[src/design/aout_flags_pkg.sv]
// Shared constants and types for the analog output flag words block
package aout_flags_pkg;

	// Register indices; byte address is four times the index
	localparam logic [11:0] IDX_FLAG_OUT1 = 12'h32C;
	localparam logic [11:0] IDX_FLAG_OUT2 = 12'h32D;
	localparam logic [11:0] IDX_REFRESH   = 12'h330;
	localparam logic [11:0] IDX_IRQ_STAT  = 12'h331;
	localparam logic [11:0] IDX_IRQ_MASK  = 12'h332;
	localparam int unsigned ADDR_W        = 14;
	localparam logic [13:0] ADDR_FLAG_OUT1 = {IDX_FLAG_OUT1, 2'b00};
	localparam logic [13:0] ADDR_FLAG_OUT2 = {IDX_FLAG_OUT2, 2'b00};
	localparam logic [13:0] ADDR_REFRESH   = {IDX_REFRESH, 2'b00};
	localparam logic [13:0] ADDR_IRQ_STAT  = {IDX_IRQ_STAT, 2'b00};
	localparam logic [13:0] ADDR_IRQ_MASK  = {IDX_IRQ_MASK, 2'b00};

	// Flag word field positions
	localparam int unsigned BIT_ADJ_DONE = 0;
	localparam int unsigned BIT_RAMP     = 4;
	localparam int unsigned BIT_SV_ERR   = 8;
	localparam int unsigned BIT_FCAL_ERR = 12;
	localparam int unsigned BIT_UCAL_ERR = 14;
	localparam logic [15:0] FLAG_DEF_MASK = 16'h5111;

	// Interrupt event positions inside one channel's nibble
	localparam int unsigned EV_RAMP_DONE = 0;
	localparam int unsigned EV_SV_ERR    = 1;
	localparam int unsigned EV_FCAL_ERR  = 2;
	localparam int unsigned EV_UCAL_ERR  = 3;
	localparam int unsigned EV_PER_CH    = 4;

	// Values after reset, and the refresh setting that selects end-of-cycle refresh
	localparam logic [15:0] FLAG_RST    = 16'h0000;
	localparam logic [15:0] REFRESH_RST = 16'h0000;
	localparam logic [15:0] REFRESH_END = 16'h0000;
	localparam logic [7:0]  IRQ_RST     = 8'h00;

	// Set value limits, signed 16-bit
	localparam logic [15:0] BIP_LO = 16'hEA84;
	localparam logic [15:0] BIP_HI = 16'h157C;
	localparam logic [15:0] UNI_LO = 16'hFF38;
	localparam logic [15:0] UNI_HI = 16'h1068;

	localparam logic [1:0] RESP_OKAY   = 2'h0;
	localparam logic [1:0] RESP_SLVERR = 2'h2;

	// Output range selection
	typedef enum logic [1:0] {
		RNG_BIP_10 = 2'h0,
		RNG_UNI_10 = 2'h1,
		RNG_UNI_5  = 2'h2,
		RNG_1_TO_5 = 2'h3
	} out_range_t;

	typedef enum logic [1:0] {
		RD_IDLE = 2'h1,
		RD_DATA = 2'h2
	} rd_state_t;

	typedef enum logic [1:0] {
		WR_COLLECT = 2'h1,
		WR_RESP    = 2'h2
	} wr_state_t;

	// True when the set value lies within the selected range
	function automatic logic sv_in_range(input logic [15:0] v, input out_range_t r);
		logic signed [15:0] lo;
		logic signed [15:0] hi;
		lo = (r == RNG_BIP_10) ? BIP_LO : UNI_LO;
		hi = (r == RNG_BIP_10) ? BIP_HI : UNI_HI;
		return ($signed(v) >= lo) && ($signed(v) <= hi);
	endfunction

endpackage

[src/design/set_value_checker.sv]
// Set value range check for one analog output
`timescale 1ns/1ps
module set_value_checker (
	input  wire logic                      clk,
	input  wire logic                      rst_b,
	input  wire logic [15:0]               set_value,
	input  wire aout_flags_pkg::out_range_t range_sel,
	input  wire logic                      refresh_end,
	output logic                           sv_err_q
);
	import aout_flags_pkg::*;

	logic sv_err_d;

	// Only judged in end-of-cycle refresh; immediate refresh never reports
	always_comb begin
		sv_err_d = refresh_end && !sv_in_range(set_value, range_sel);
	end

	always_ff @(posedge clk or negedge rst_b) begin
		if (!rst_b) begin
			sv_err_q <= 1'b0;
		end else begin
			sv_err_q <= sv_err_d;
		end
	end

	property p_sv_err_set;
		@(posedge clk) disable iff (!rst_b)
		(refresh_end && !sv_in_range(set_value, range_sel)) |=> sv_err_q;
	endproperty
	a_sv_err_set: assert property (p_sv_err_set) else $error("range error not raised");

	property p_sv_imm;
		@(posedge clk) disable iff (!rst_b)
		!refresh_end |=> !sv_err_q;
	endproperty
	a_sv_imm: assert property (p_sv_imm) else $error("range error in immediate mode");

endmodule // set_value_checker

[src/design/out_chan_flags.sv]
// Flag word and event pulses for one analog output channel
`timescale 1ns/1ps
module out_chan_flags (
	input  wire logic                      clk,
	input  wire logic                      rst_b,
	input  wire logic                      adj_saved,
	input  wire logic                      adj_cleared,
	input  wire logic                      ramp_start,
	input  wire logic                      ramp_reached,
	input  wire logic [15:0]               set_value,
	input  wire aout_flags_pkg::out_range_t range_sel,
	input  wire logic                      refresh_end,
	input  wire logic                      factory_cal_valid,
	input  wire logic                      user_cal_valid,
	output logic [15:0]                    flags,
	output logic [3:0]                     events_q
);
	import aout_flags_pkg::*;

	logic [15:0] word_q;
	logic [15:0] word_d;
	logic [3:0]  events_d;
	logic        sv_err_q;
	logic        sv_err_prev_q;

	set_value_checker u_sv_check (
		.clk         (clk),
		.rst_b       (rst_b),
		.set_value   (set_value),
		.range_sel   (range_sel),
		.refresh_end (refresh_end),
		.sv_err_q    (sv_err_q)
	);

	// Next flag values; a save in the same cycle as a clear leaves the flag set
	always_comb begin
		word_d = word_q;
		if (adj_saved) begin
			word_d[BIT_ADJ_DONE] = 1'b1;
		end else if (adj_cleared) begin
			word_d[BIT_ADJ_DONE] = 1'b0;
		end
		if (ramp_reached) begin
			word_d[BIT_RAMP] = 1'b0;
		end else if (ramp_start) begin
			word_d[BIT_RAMP] = 1'b1;
		end
		word_d[BIT_FCAL_ERR] = !factory_cal_valid;
		word_d[BIT_UCAL_ERR] = !user_cal_valid;
		events_d = '0;
		events_d[EV_RAMP_DONE] = word_q[BIT_RAMP] && !word_d[BIT_RAMP];
		events_d[EV_SV_ERR]    = sv_err_q && !sv_err_prev_q;
		events_d[EV_FCAL_ERR]  = word_d[BIT_FCAL_ERR] && !word_q[BIT_FCAL_ERR];
		events_d[EV_UCAL_ERR]  = word_d[BIT_UCAL_ERR] && !word_q[BIT_UCAL_ERR];
	end

	always_ff @(posedge clk or negedge rst_b) begin
		if (!rst_b) begin
			word_q        <= FLAG_RST;
			events_q      <= '0;
			sv_err_prev_q <= 1'b0;
		end else begin
			word_q        <= word_d;
			events_q      <= events_d;
			sv_err_prev_q <= sv_err_q;
		end
	end

	// Reserved positions held at zero by construction
	assign flags = (word_q & FLAG_DEF_MASK) | ({15'h0000, sv_err_q} << BIT_SV_ERR);

	property p_adj_set;
		@(posedge clk) disable iff (!rst_b)
		adj_saved |=> flags[BIT_ADJ_DONE];
	endproperty
	a_adj_set: assert property (p_adj_set) else $error("adjust flag not set");

	property p_adj_clr;
		@(posedge clk) disable iff (!rst_b)
		(adj_cleared && !adj_saved) |=> !flags[BIT_ADJ_DONE];
	endproperty
	a_adj_clr: assert property (p_adj_clr) else $error("adjust flag not cleared");

	property p_ramp_run;
		@(posedge clk) disable iff (!rst_b)
		(ramp_start || flags[BIT_RAMP]) && !ramp_reached |=> flags[BIT_RAMP];
	endproperty
	a_ramp_run: assert property (p_ramp_run) else $error("ramp flag dropped early");

	property p_ramp_end;
		@(posedge clk) disable iff (!rst_b)
		ramp_reached |=> !flags[BIT_RAMP] && events_q[EV_RAMP_DONE] == $past(flags[BIT_RAMP]);
	endproperty
	a_ramp_end: assert property (p_ramp_end) else $error("ramp flag or event wrong");

	property p_fcal;
		@(posedge clk) disable iff (!rst_b)
		1'b1 |=> flags[BIT_FCAL_ERR] == !$past(factory_cal_valid);
	endproperty
	a_fcal: assert property (p_fcal) else $error("factory data flag wrong");

	property p_ucal;
		@(posedge clk) disable iff (!rst_b)
		1'b1 |=> flags[BIT_UCAL_ERR] == !$past(user_cal_valid);
	endproperty
	a_ucal: assert property (p_ucal) else $error("user data flag wrong");

endmodule // out_chan_flags

[src/design/aout_flags_top.sv]
// Analog output status flag words with an AXI4-Lite register slave
//
// Contract
// - Adjustment done flag is 0 after reset, set once user adjustment is saved.
// - Adjustment done flag returns to 0 when the stored adjustment is cleared.
// - Ramp flag stays high for the whole ramped output change.
// - Ramp flag drops when the ramped output reaches its target.
// - Range error flag high while set value is outside the selected range.
// - Range error only judged in end-of-cycle refresh, never immediate refresh.
// - Factory calibration error flag follows invalid factory data in flash.
// - User calibration error flag follows invalid user adjustment data in flash.
// - Second flag word for output 2, same layout, driven by channel 2.
// - Refresh setting zero selects end-of-cycle refresh, anything else immediate.
`timescale 1ns/1ps
module aout_flags_top (
	input  wire logic                        clk,
	input  wire logic                        rst_b,
	input  wire logic [aout_flags_pkg::ADDR_W-1:0] s_axi_awaddr,
	input  wire logic [2:0]                  s_axi_awprot,
	input  wire logic                        s_axi_awvalid,
	output logic                             s_axi_awready,
	input  wire logic [31:0]                 s_axi_wdata,
	input  wire logic [3:0]                  s_axi_wstrb,
	input  wire logic                        s_axi_wvalid,
	output logic                             s_axi_wready,
	output logic [1:0]                       s_axi_bresp,
	output logic                             s_axi_bvalid,
	input  wire logic                        s_axi_bready,
	input  wire logic [aout_flags_pkg::ADDR_W-1:0] s_axi_araddr,
	input  wire logic [2:0]                  s_axi_arprot,
	input  wire logic                        s_axi_arvalid,
	output logic                             s_axi_arready,
	output logic [31:0]                      s_axi_rdata,
	output logic [1:0]                       s_axi_rresp,
	output logic                             s_axi_rvalid,
	input  wire logic                        s_axi_rready,
	input  wire logic [1:0]                  adj_saved,
	input  wire logic [1:0]                  adj_cleared,
	input  wire logic [1:0]                  ramp_start,
	input  wire logic [1:0]                  ramp_reached,
	input  wire logic [15:0]                 set_value_1,
	input  wire logic [15:0]                 set_value_2,
	input  wire aout_flags_pkg::out_range_t  out_range_1,
	input  wire aout_flags_pkg::out_range_t  out_range_2,
	input  wire logic [1:0]                  factory_cal_valid,
	input  wire logic [1:0]                  user_cal_valid,
	output logic                             irq_q
);
	import aout_flags_pkg::*;

	// Bus state
	rd_state_t   rd_state_q;
	rd_state_t   rd_state_d;
	wr_state_t   wr_state_q;
	wr_state_t   wr_state_d;
	logic        aw_have_q;
	logic        aw_have_d;
	logic        w_have_q;
	logic        w_have_d;
	logic [13:0] aw_addr_q;
	logic [13:0] aw_addr_d;
	logic [31:0] w_data_q;
	logic [31:0] w_data_d;
	logic [3:0]  w_strb_q;
	logic [3:0]  w_strb_d;
	logic        awready_d;
	logic        wready_d;
	logic        bvalid_d;
	logic [1:0]  bresp_d;
	logic        arready_d;
	logic        rvalid_d;
	logic [31:0] rdata_d;
	logic [1:0]  rresp_d;
	logic        rd_flag_q;
	logic        rd_flag_d;

	// Software-visible state
	logic [15:0] refresh_q;
	logic [15:0] refresh_d;
	logic [7:0]  mask_q;
	logic [7:0]  mask_d;
	logic [7:0]  istat_q;
	logic [7:0]  istat_d;
	logic [7:0]  istat_rd_clr;
	logic        irq_d;

	// Channel side
	logic        refresh_end;
	logic [15:0] flags_1;
	logic [15:0] flags_2;
	logic [3:0]  events_1;
	logic [3:0]  events_2;

	// Known register map decode, shared by read and write paths
	function automatic logic is_mapped(input logic [13:0] a);
		return (a == ADDR_FLAG_OUT1) || (a == ADDR_FLAG_OUT2) || (a == ADDR_REFRESH)
			|| (a == ADDR_IRQ_STAT) || (a == ADDR_IRQ_MASK);
	endfunction

	// Byte-lane merge for the 16-bit control registers
	function automatic logic [15:0] merge16(input logic [15:0] old, input logic [31:0] d,
		input logic [3:0] s);
		return {s[1] ? d[15:8] : old[15:8], s[0] ? d[7:0] : old[7:0]};
	endfunction

	// Zero setting means end-of-cycle refresh for both outputs
	assign refresh_end = (refresh_q == REFRESH_END);

	out_chan_flags u_chan_1 (
		.clk               (clk),
		.rst_b             (rst_b),
		.adj_saved         (adj_saved[0]),
		.adj_cleared       (adj_cleared[0]),
		.ramp_start        (ramp_start[0]),
		.ramp_reached      (ramp_reached[0]),
		.set_value         (set_value_1),
		.range_sel         (out_range_1),
		.refresh_end       (refresh_end),
		.factory_cal_valid (factory_cal_valid[0]),
		.user_cal_valid    (user_cal_valid[0]),
		.flags             (flags_1),
		.events_q          (events_1)
	);

	// Output 2 uses the identical channel logic fed by its own conditions
	out_chan_flags u_chan_2 (
		.clk               (clk),
		.rst_b             (rst_b),
		.adj_saved         (adj_saved[1]),
		.adj_cleared       (adj_cleared[1]),
		.ramp_start        (ramp_start[1]),
		.ramp_reached      (ramp_reached[1]),
		.set_value         (set_value_2),
		.range_sel         (out_range_2),
		.refresh_end       (refresh_end),
		.factory_cal_valid (factory_cal_valid[1]),
		.user_cal_valid    (user_cal_valid[1]),
		.flags             (flags_2),
		.events_q          (events_2)
	);

	// Write path: address and data taken in either order, one write at a time
	always_comb begin
		wr_state_d = wr_state_q;
		aw_have_d  = aw_have_q;
		w_have_d   = w_have_q;
		aw_addr_d  = aw_addr_q;
		w_data_d   = w_data_q;
		w_strb_d   = w_strb_q;
		bvalid_d   = s_axi_bvalid;
		bresp_d    = s_axi_bresp;
		refresh_d  = refresh_q;
		mask_d     = mask_q;
		if (s_axi_awvalid && s_axi_awready) begin
			aw_have_d = 1'b1;
			aw_addr_d = s_axi_awaddr;
		end
		if (s_axi_wvalid && s_axi_wready) begin
			w_have_d = 1'b1;
			w_data_d = s_axi_wdata;
			w_strb_d = s_axi_wstrb;
		end
		unique case (wr_state_q)
			WR_COLLECT: begin
				if (aw_have_q && w_have_q) begin
					// Flag words and status accept the write but keep their value
					if (aw_addr_q == ADDR_REFRESH) begin
						refresh_d = merge16(refresh_q, w_data_q, w_strb_q);
					end
					if (aw_addr_q == ADDR_IRQ_MASK) begin
						mask_d = w_strb_q[0] ? w_data_q[7:0] : mask_q;
					end
					bresp_d    = is_mapped(aw_addr_q) ? RESP_OKAY : RESP_SLVERR;
					bvalid_d   = 1'b1;
					aw_have_d  = 1'b0;
					w_have_d   = 1'b0;
					wr_state_d = WR_RESP;
				end
			end
			WR_RESP: begin
				if (s_axi_bready) begin
					bvalid_d   = 1'b0;
					wr_state_d = WR_COLLECT;
				end
			end
		endcase
		awready_d = (wr_state_d == WR_COLLECT) && !aw_have_d;
		wready_d  = (wr_state_d == WR_COLLECT) && !w_have_d;
	end

	always_ff @(posedge clk or negedge rst_b) begin
		if (!rst_b) begin
			wr_state_q    <= WR_COLLECT;
			aw_have_q     <= 1'b0;
			w_have_q      <= 1'b0;
			aw_addr_q     <= '0;
			w_data_q      <= '0;
			w_strb_q      <= '0;
			s_axi_awready <= 1'b0;
			s_axi_wready  <= 1'b0;
			s_axi_bvalid  <= 1'b0;
			s_axi_bresp   <= RESP_OKAY;
			refresh_q     <= REFRESH_RST;
			mask_q        <= IRQ_RST;
		end else begin
			wr_state_q    <= wr_state_d;
			aw_have_q     <= aw_have_d;
			w_have_q      <= w_have_d;
			aw_addr_q     <= aw_addr_d;
			w_data_q      <= w_data_d;
			w_strb_q      <= w_strb_d;
			s_axi_awready <= awready_d;
			s_axi_wready  <= wready_d;
			s_axi_bvalid  <= bvalid_d;
			s_axi_bresp   <= bresp_d;
			refresh_q     <= refresh_d;
			mask_q        <= mask_d;
		end
	end

	// Read path: data registered one cycle after the address is taken
	always_comb begin
		rd_state_d   = rd_state_q;
		rvalid_d     = s_axi_rvalid;
		rdata_d      = s_axi_rdata;
		rresp_d      = s_axi_rresp;
		rd_flag_d    = rd_flag_q;
		istat_rd_clr = '0;
		unique case (rd_state_q)
			RD_IDLE: begin
				if (s_axi_arvalid && s_axi_arready) begin
					rdata_d   = 32'h0000_0000;
					rresp_d   = is_mapped(s_axi_araddr) ? RESP_OKAY : RESP_SLVERR;
					rd_flag_d = (s_axi_araddr == ADDR_FLAG_OUT1)
						|| (s_axi_araddr == ADDR_FLAG_OUT2);
					if (s_axi_araddr == ADDR_FLAG_OUT1) begin
						rdata_d[15:0] = flags_1 & FLAG_DEF_MASK;
					end
					if (s_axi_araddr == ADDR_FLAG_OUT2) begin
						rdata_d[15:0] = flags_2 & FLAG_DEF_MASK;
					end
					if (s_axi_araddr == ADDR_REFRESH) begin
						rdata_d[15:0] = refresh_q;
					end
					if (s_axi_araddr == ADDR_IRQ_STAT) begin
						rdata_d[7:0] = istat_q;
						istat_rd_clr = istat_q;
					end
					if (s_axi_araddr == ADDR_IRQ_MASK) begin
						rdata_d[7:0] = mask_q;
					end
					rvalid_d   = 1'b1;
					rd_state_d = RD_DATA;
				end
			end
			RD_DATA: begin
				if (s_axi_rready) begin
					rvalid_d   = 1'b0;
					rd_state_d = RD_IDLE;
				end
			end
		endcase
		arready_d = (rd_state_d == RD_IDLE);
	end

	always_ff @(posedge clk or negedge rst_b) begin
		if (!rst_b) begin
			rd_state_q    <= RD_IDLE;
			rd_flag_q     <= 1'b0;
			s_axi_arready <= 1'b0;
			s_axi_rvalid  <= 1'b0;
			s_axi_rdata   <= 32'h0000_0000;
			s_axi_rresp   <= RESP_OKAY;
		end else begin
			rd_state_q    <= rd_state_d;
			rd_flag_q     <= rd_flag_d;
			s_axi_arready <= arready_d;
			s_axi_rvalid  <= rvalid_d;
			s_axi_rdata   <= rdata_d;
			s_axi_rresp   <= rresp_d;
		end
	end

	// Sticky status; a new event beats a clearing read in the same cycle
	always_comb begin
		istat_d = (istat_q & ~istat_rd_clr) | {events_2, events_1};
		irq_d   = |(istat_d & mask_d);
	end

	always_ff @(posedge clk or negedge rst_b) begin
		if (!rst_b) begin
			istat_q <= IRQ_RST;
			irq_q   <= 1'b0;
		end else begin
			istat_q <= istat_d;
			irq_q   <= irq_d;
		end
	end

	property p_irq_follows;
		@(posedge clk) disable iff (!rst_b)
		1'b1 |-> irq_q == |(istat_q & mask_q);
	endproperty
	a_irq_follows: assert property (p_irq_follows) else $error("irq disagrees with status");

	property p_rsv_zero;
		@(posedge clk) disable iff (!rst_b)
		(s_axi_rvalid && rd_flag_q) |-> (s_axi_rdata & ~{16'h0000, FLAG_DEF_MASK}) == 32'h0;
	endproperty
	a_rsv_zero: assert property (p_rsv_zero) else $error("reserved flag bits not zero");

	property p_rd_answer;
		@(posedge clk) disable iff (!rst_b)
		(s_axi_arvalid && s_axi_arready) |=> s_axi_rvalid && !s_axi_arready;
	endproperty
	a_rd_answer: assert property (p_rd_answer) else $error("read answer late");

	property p_imm_refresh;
		@(posedge clk) disable iff (!rst_b)
		(refresh_q != REFRESH_END) |=> !flags_1[BIT_SV_ERR] && !flags_2[BIT_SV_ERR];
	endproperty
	a_imm_refresh: assert property (p_imm_refresh) else $error("range error in immediate");

	property p_wr_no_flag_change;
		@(posedge clk) disable iff (!rst_b)
		(wr_state_q == WR_COLLECT && aw_have_q && w_have_q
			&& (aw_addr_q == ADDR_FLAG_OUT1 || aw_addr_q == ADDR_FLAG_OUT2)
			&& adj_saved == 2'b00 && adj_cleared == 2'b00
			&& ramp_start == 2'b00 && ramp_reached == 2'b00)
			|=> $stable({flags_1[BIT_ADJ_DONE], flags_1[BIT_RAMP]})
			&& $stable({flags_2[BIT_ADJ_DONE], flags_2[BIT_RAMP]});
	endproperty
	a_wr_no_flag_change: assert property (p_wr_no_flag_change) else $error("write moved a flag");

endmodule // aout_flags_top

[config.mk]
export PLATFORM = sky130hd
export DESIGN_NAME = aout_flags_top
export DESIGN_NICKNAME = d
export VERILOG_FILES = /design/src/design/aout_flags_pkg.sv /design/src/design/set_value_checker.sv /design/src/design/out_chan_flags.sv /design/src/design/aout_flags_top.sv
export SDC_FILE = /design/constraint.sdc
export NUM_CORES = 1
export LEC_CHECK = 0
export ABC_AREA = 1
export BUFFER_PORTS_ARGS = -buffer_cell sky130_fd_sc_hd__buf_2
export CORE_ASPECT_RATIO = 0.8
export CORE_UTILIZATION = 45
export DETAILED_ROUTE_END_ITERATION = 10
export MAX_ROUTING_LAYER = met4
export PLACE_DENSITY = 0.7
export REMOVE_ABC_BUFFERS = 1
export SLEW_MARGIN = 0
export SYNTH_ARGS = -nofsm -noshare
export SYNTH_HDL_FRONTEND = slang
export SYNTH_HIERARCHICAL = 1
export SYNTH_SLANG_ARGS = --single-unit
[constraint.sdc]
create_clock -name clk -period 1.8 [get_ports clk]
set_input_delay 0.45 -clock clk [delete_from_list [all_inputs] [get_ports clk]]
set_output_delay 0.45 -clock clk [all_outputs]
set_load 0.005 [all_outputs]
==> flow_metrics.py <==
metrics = {
    "power": {
        "clockPowerShare_pct": 41.1,
        "p_sw_share_pct": 27.00,
        "power_frac_comb_pct": 19.1,
        "finalPower_w": 0.008688,
        "power_density_nw_per_um2": 1154,
        "p_int_w": 0.006342,
        "p_seq_share_pct": 39.8,
        "leakage_nw": 4.006,
        "power_switching_w": 0.002346,
        "ir_drop_uv": 554.9,
    },
    "sta": {
        "final.min_clock_period_ps": 1656,
        "clock.fmax_mhz": 603.9,
        "slew_violations": 0,
        "finalHoldViolations": 0,
        "rsz0062_at_grt": "no",
        "worst_slack_ps": 144.2,
        "finClkSkew_ps": 9.723,
        "period_share_pct": 91.99,
        "setup_violations": 0,
    },
    "placed_design": {
        "gp_congestion": 0.8776,
        "place_ws_ps": -59.96,
        "place_hpwl_mm": 9.806,
        "port-buffer-count": 124,
    },
    "floorplan": {
        "num_rows": 37,
        "io_pins": 167,
        "die_area_um2": 13690,
        "die_w_um": 130.6,
        "initial_utilization_pct": 46.24,
        "die_y_um": 104.9,
        "core_um2": 12870,
    },
    "status": {
        "status": "complete, no violations",
    },
    "global_routing": {
        "grt_pass1_wl_mm": 21.26,
        "gr-usage-all-layers_pct": 20.79,
        "grt_remaining_overflow": 0,
        "grt_pass1_vias": 4603,
        "grt_max_degree": 34,
        "antenna_found_initial": 0,
    },
    "clock_network": {
        "cts_tree": "built",
        "clock_sinks": 114,
        "clock_latency_ps": 400,
        "cts_buffers": 17,
        "cts.reportedPaths.clkPinSlew_ps": 50,
        "cts_buffer_depth": 2,
        "clockRootBuffer": "clkbuf_16",
        "htreeDepth": 4,
    },
    "drt": {
        "drtAntennaViolNets": 0,
        "firstDrtPassIters": 4,
        "drc": 0,
        "vias_per_cell": 4.655,
        "wire_per_inst_um": 12.14,
        "drt_iter0_markers": 208,
        "dr_total_vias": 4851,
        "totalWireLength_mm": 12.65,
    },
    "finish": {
        "fill_cells": 1174,
        "multi_input_area_um2": 2592,
        "drive_gt1_share_pct": 30.91,
        "regArea_um2": 2855,
        "nets": 991,
        "antenna_cells": 0,
        "syn2layout_area_growth_pct": 26.49,
    },
    "setup_path": {
        "worstPathArrival_ps": 1930,
        "critPathRequiredTime_ps": 2070,
        "end_kind": "flop",
        "criticalPathCategory": "reg -> reg",
        "critical_path.max_fanout": 6,
        "cp-start-kind": "flop",
    },
    "synthesis": {
        "ys.warnings.count": 6,
        "synthCells": 697,
        "synth_area_per_cell_um2": 8.538,
        "syn_area_um2": 5951,
    },
    "run": {
        "maxCapViolCount": 0,
    },
    "worst_hold_path": {
        "min_path_type": "in -> reg",
    },
}
-- metal layers --
layer  share of wire, %  global-route usage (%)
met1                 47                   27.07
met3                4.8                   5.479
met2                 47                   31.48
met5                  0                       -
met4               0.49                   6.650
-- state kept, by name, summed over array words and instances (netlist names), 2 cells and up --
name and count:
s_axi_rdata 16, rd_state_q 2, wr_state_q 2, aw_addr_q 14, mask_q 8, u_chan_2/word_q 4
istat_q 8, w_strb_q 2, u_chan_1/events_q 4, refresh_q 16, u_chan_1/word_q 4, u_chan_2/events_q 4
w_data_q 16
-- cell type report --
class                   count  area share (%)
clock buffers              22           6.034
clock inverters            10           2.410
inverters                  96           4.937
multi-input cells         474           34.44
flip-flops and latches    114           37.93
well taps                 175           2.909
repair buffers            151           11.34
-- cell usage in the layout (no fill, tap or decap), types with 17 or more instances in the layout --
cell and instances:
a21oi_1 21, buf_2 123, buf_4 25, clkbuf_16 17
conb_1 18, dfrtp_1 112, inv_1 82, mux2_2 22
nand2_1 191, nand3_1 28, nor2_1 61, o21ai_1 18
-- timing repair --
item,4_1_cts,5_1_grt
resized for setup,0,3
setup buffers,0,3
endpoints found under the setup margin,0,1
hold endpoints to repair,18,0
hold buffers,1,0
-- stage by stage --
step / hold WS (ps) / area (um2) / utilization, % / setup TNS, ps / std cells
after floorplan: 154.4 / 5809 / - / 0 / 684
after global placement: 378.9 / 6849 / 53.22 / -32.97 / 1006
final: 207.2 / 7527 / 58.49 / 0 / 1042
after detailed placement: 378.2 / 6849 / 53.22 / -59.96 / 1006
after CTS: 188.8 / 7495 / 58.23 / 0 / 1039
after global routing: 182.1 / 7527 / 58.49 / 0 / 1042
-- power groups by stage --
stage	sequential (W)	clock, W	combinational, W
after global routing	0.00353	0.00381	0.00188
after global placement	0.00347	0	0.00162
after detailed placement	0.00349	0	0.00166
after CTS	0.00346	0.00364	0.00167
after floorplan	0.00342	0	0.00112
final	0.00346	0.00357	0.00166
-- final timing paths --
path,start,end,slack [ps],cells after the start
max,wr_state_q[0]$_DFF_PN1_,irq_q$_DFF_PN0_,140,11
min,factory_cal_valid[1],u_chan_2/word_q[12]$_DFF_PN0_,210,2
max reg2reg,wr_state_q[0]$_DFF_PN1_,irq_q$_DFF_PN0_,140,11
min reg2reg,u_chan_2/sv_err_prev_q$_DFF_PN0_,u_chan_2/events_q[1]$_DFF_PN0_,400,1
max in group asynchronous,rst_b,rd_state_q[0]$_DFF_PN1_,760,3
min in group asynchronous,rst_b,aw_addr_q[8]$_DFFE_PN0P_,500,2
-- worst max-delay path: stages, from the launching register on --
cell and delay [ps]:
dfstp_2 560, nand2_4 80, nor2_8 110, nand3_4 140
inv_8 110, nand2_4 70, nand2_1 90, nand2_2 60
nand2_1 60, nand2_1 50, nor2_1 110, nand2_1 90
No activity file was read; power rests on OpenSTA's default activity.
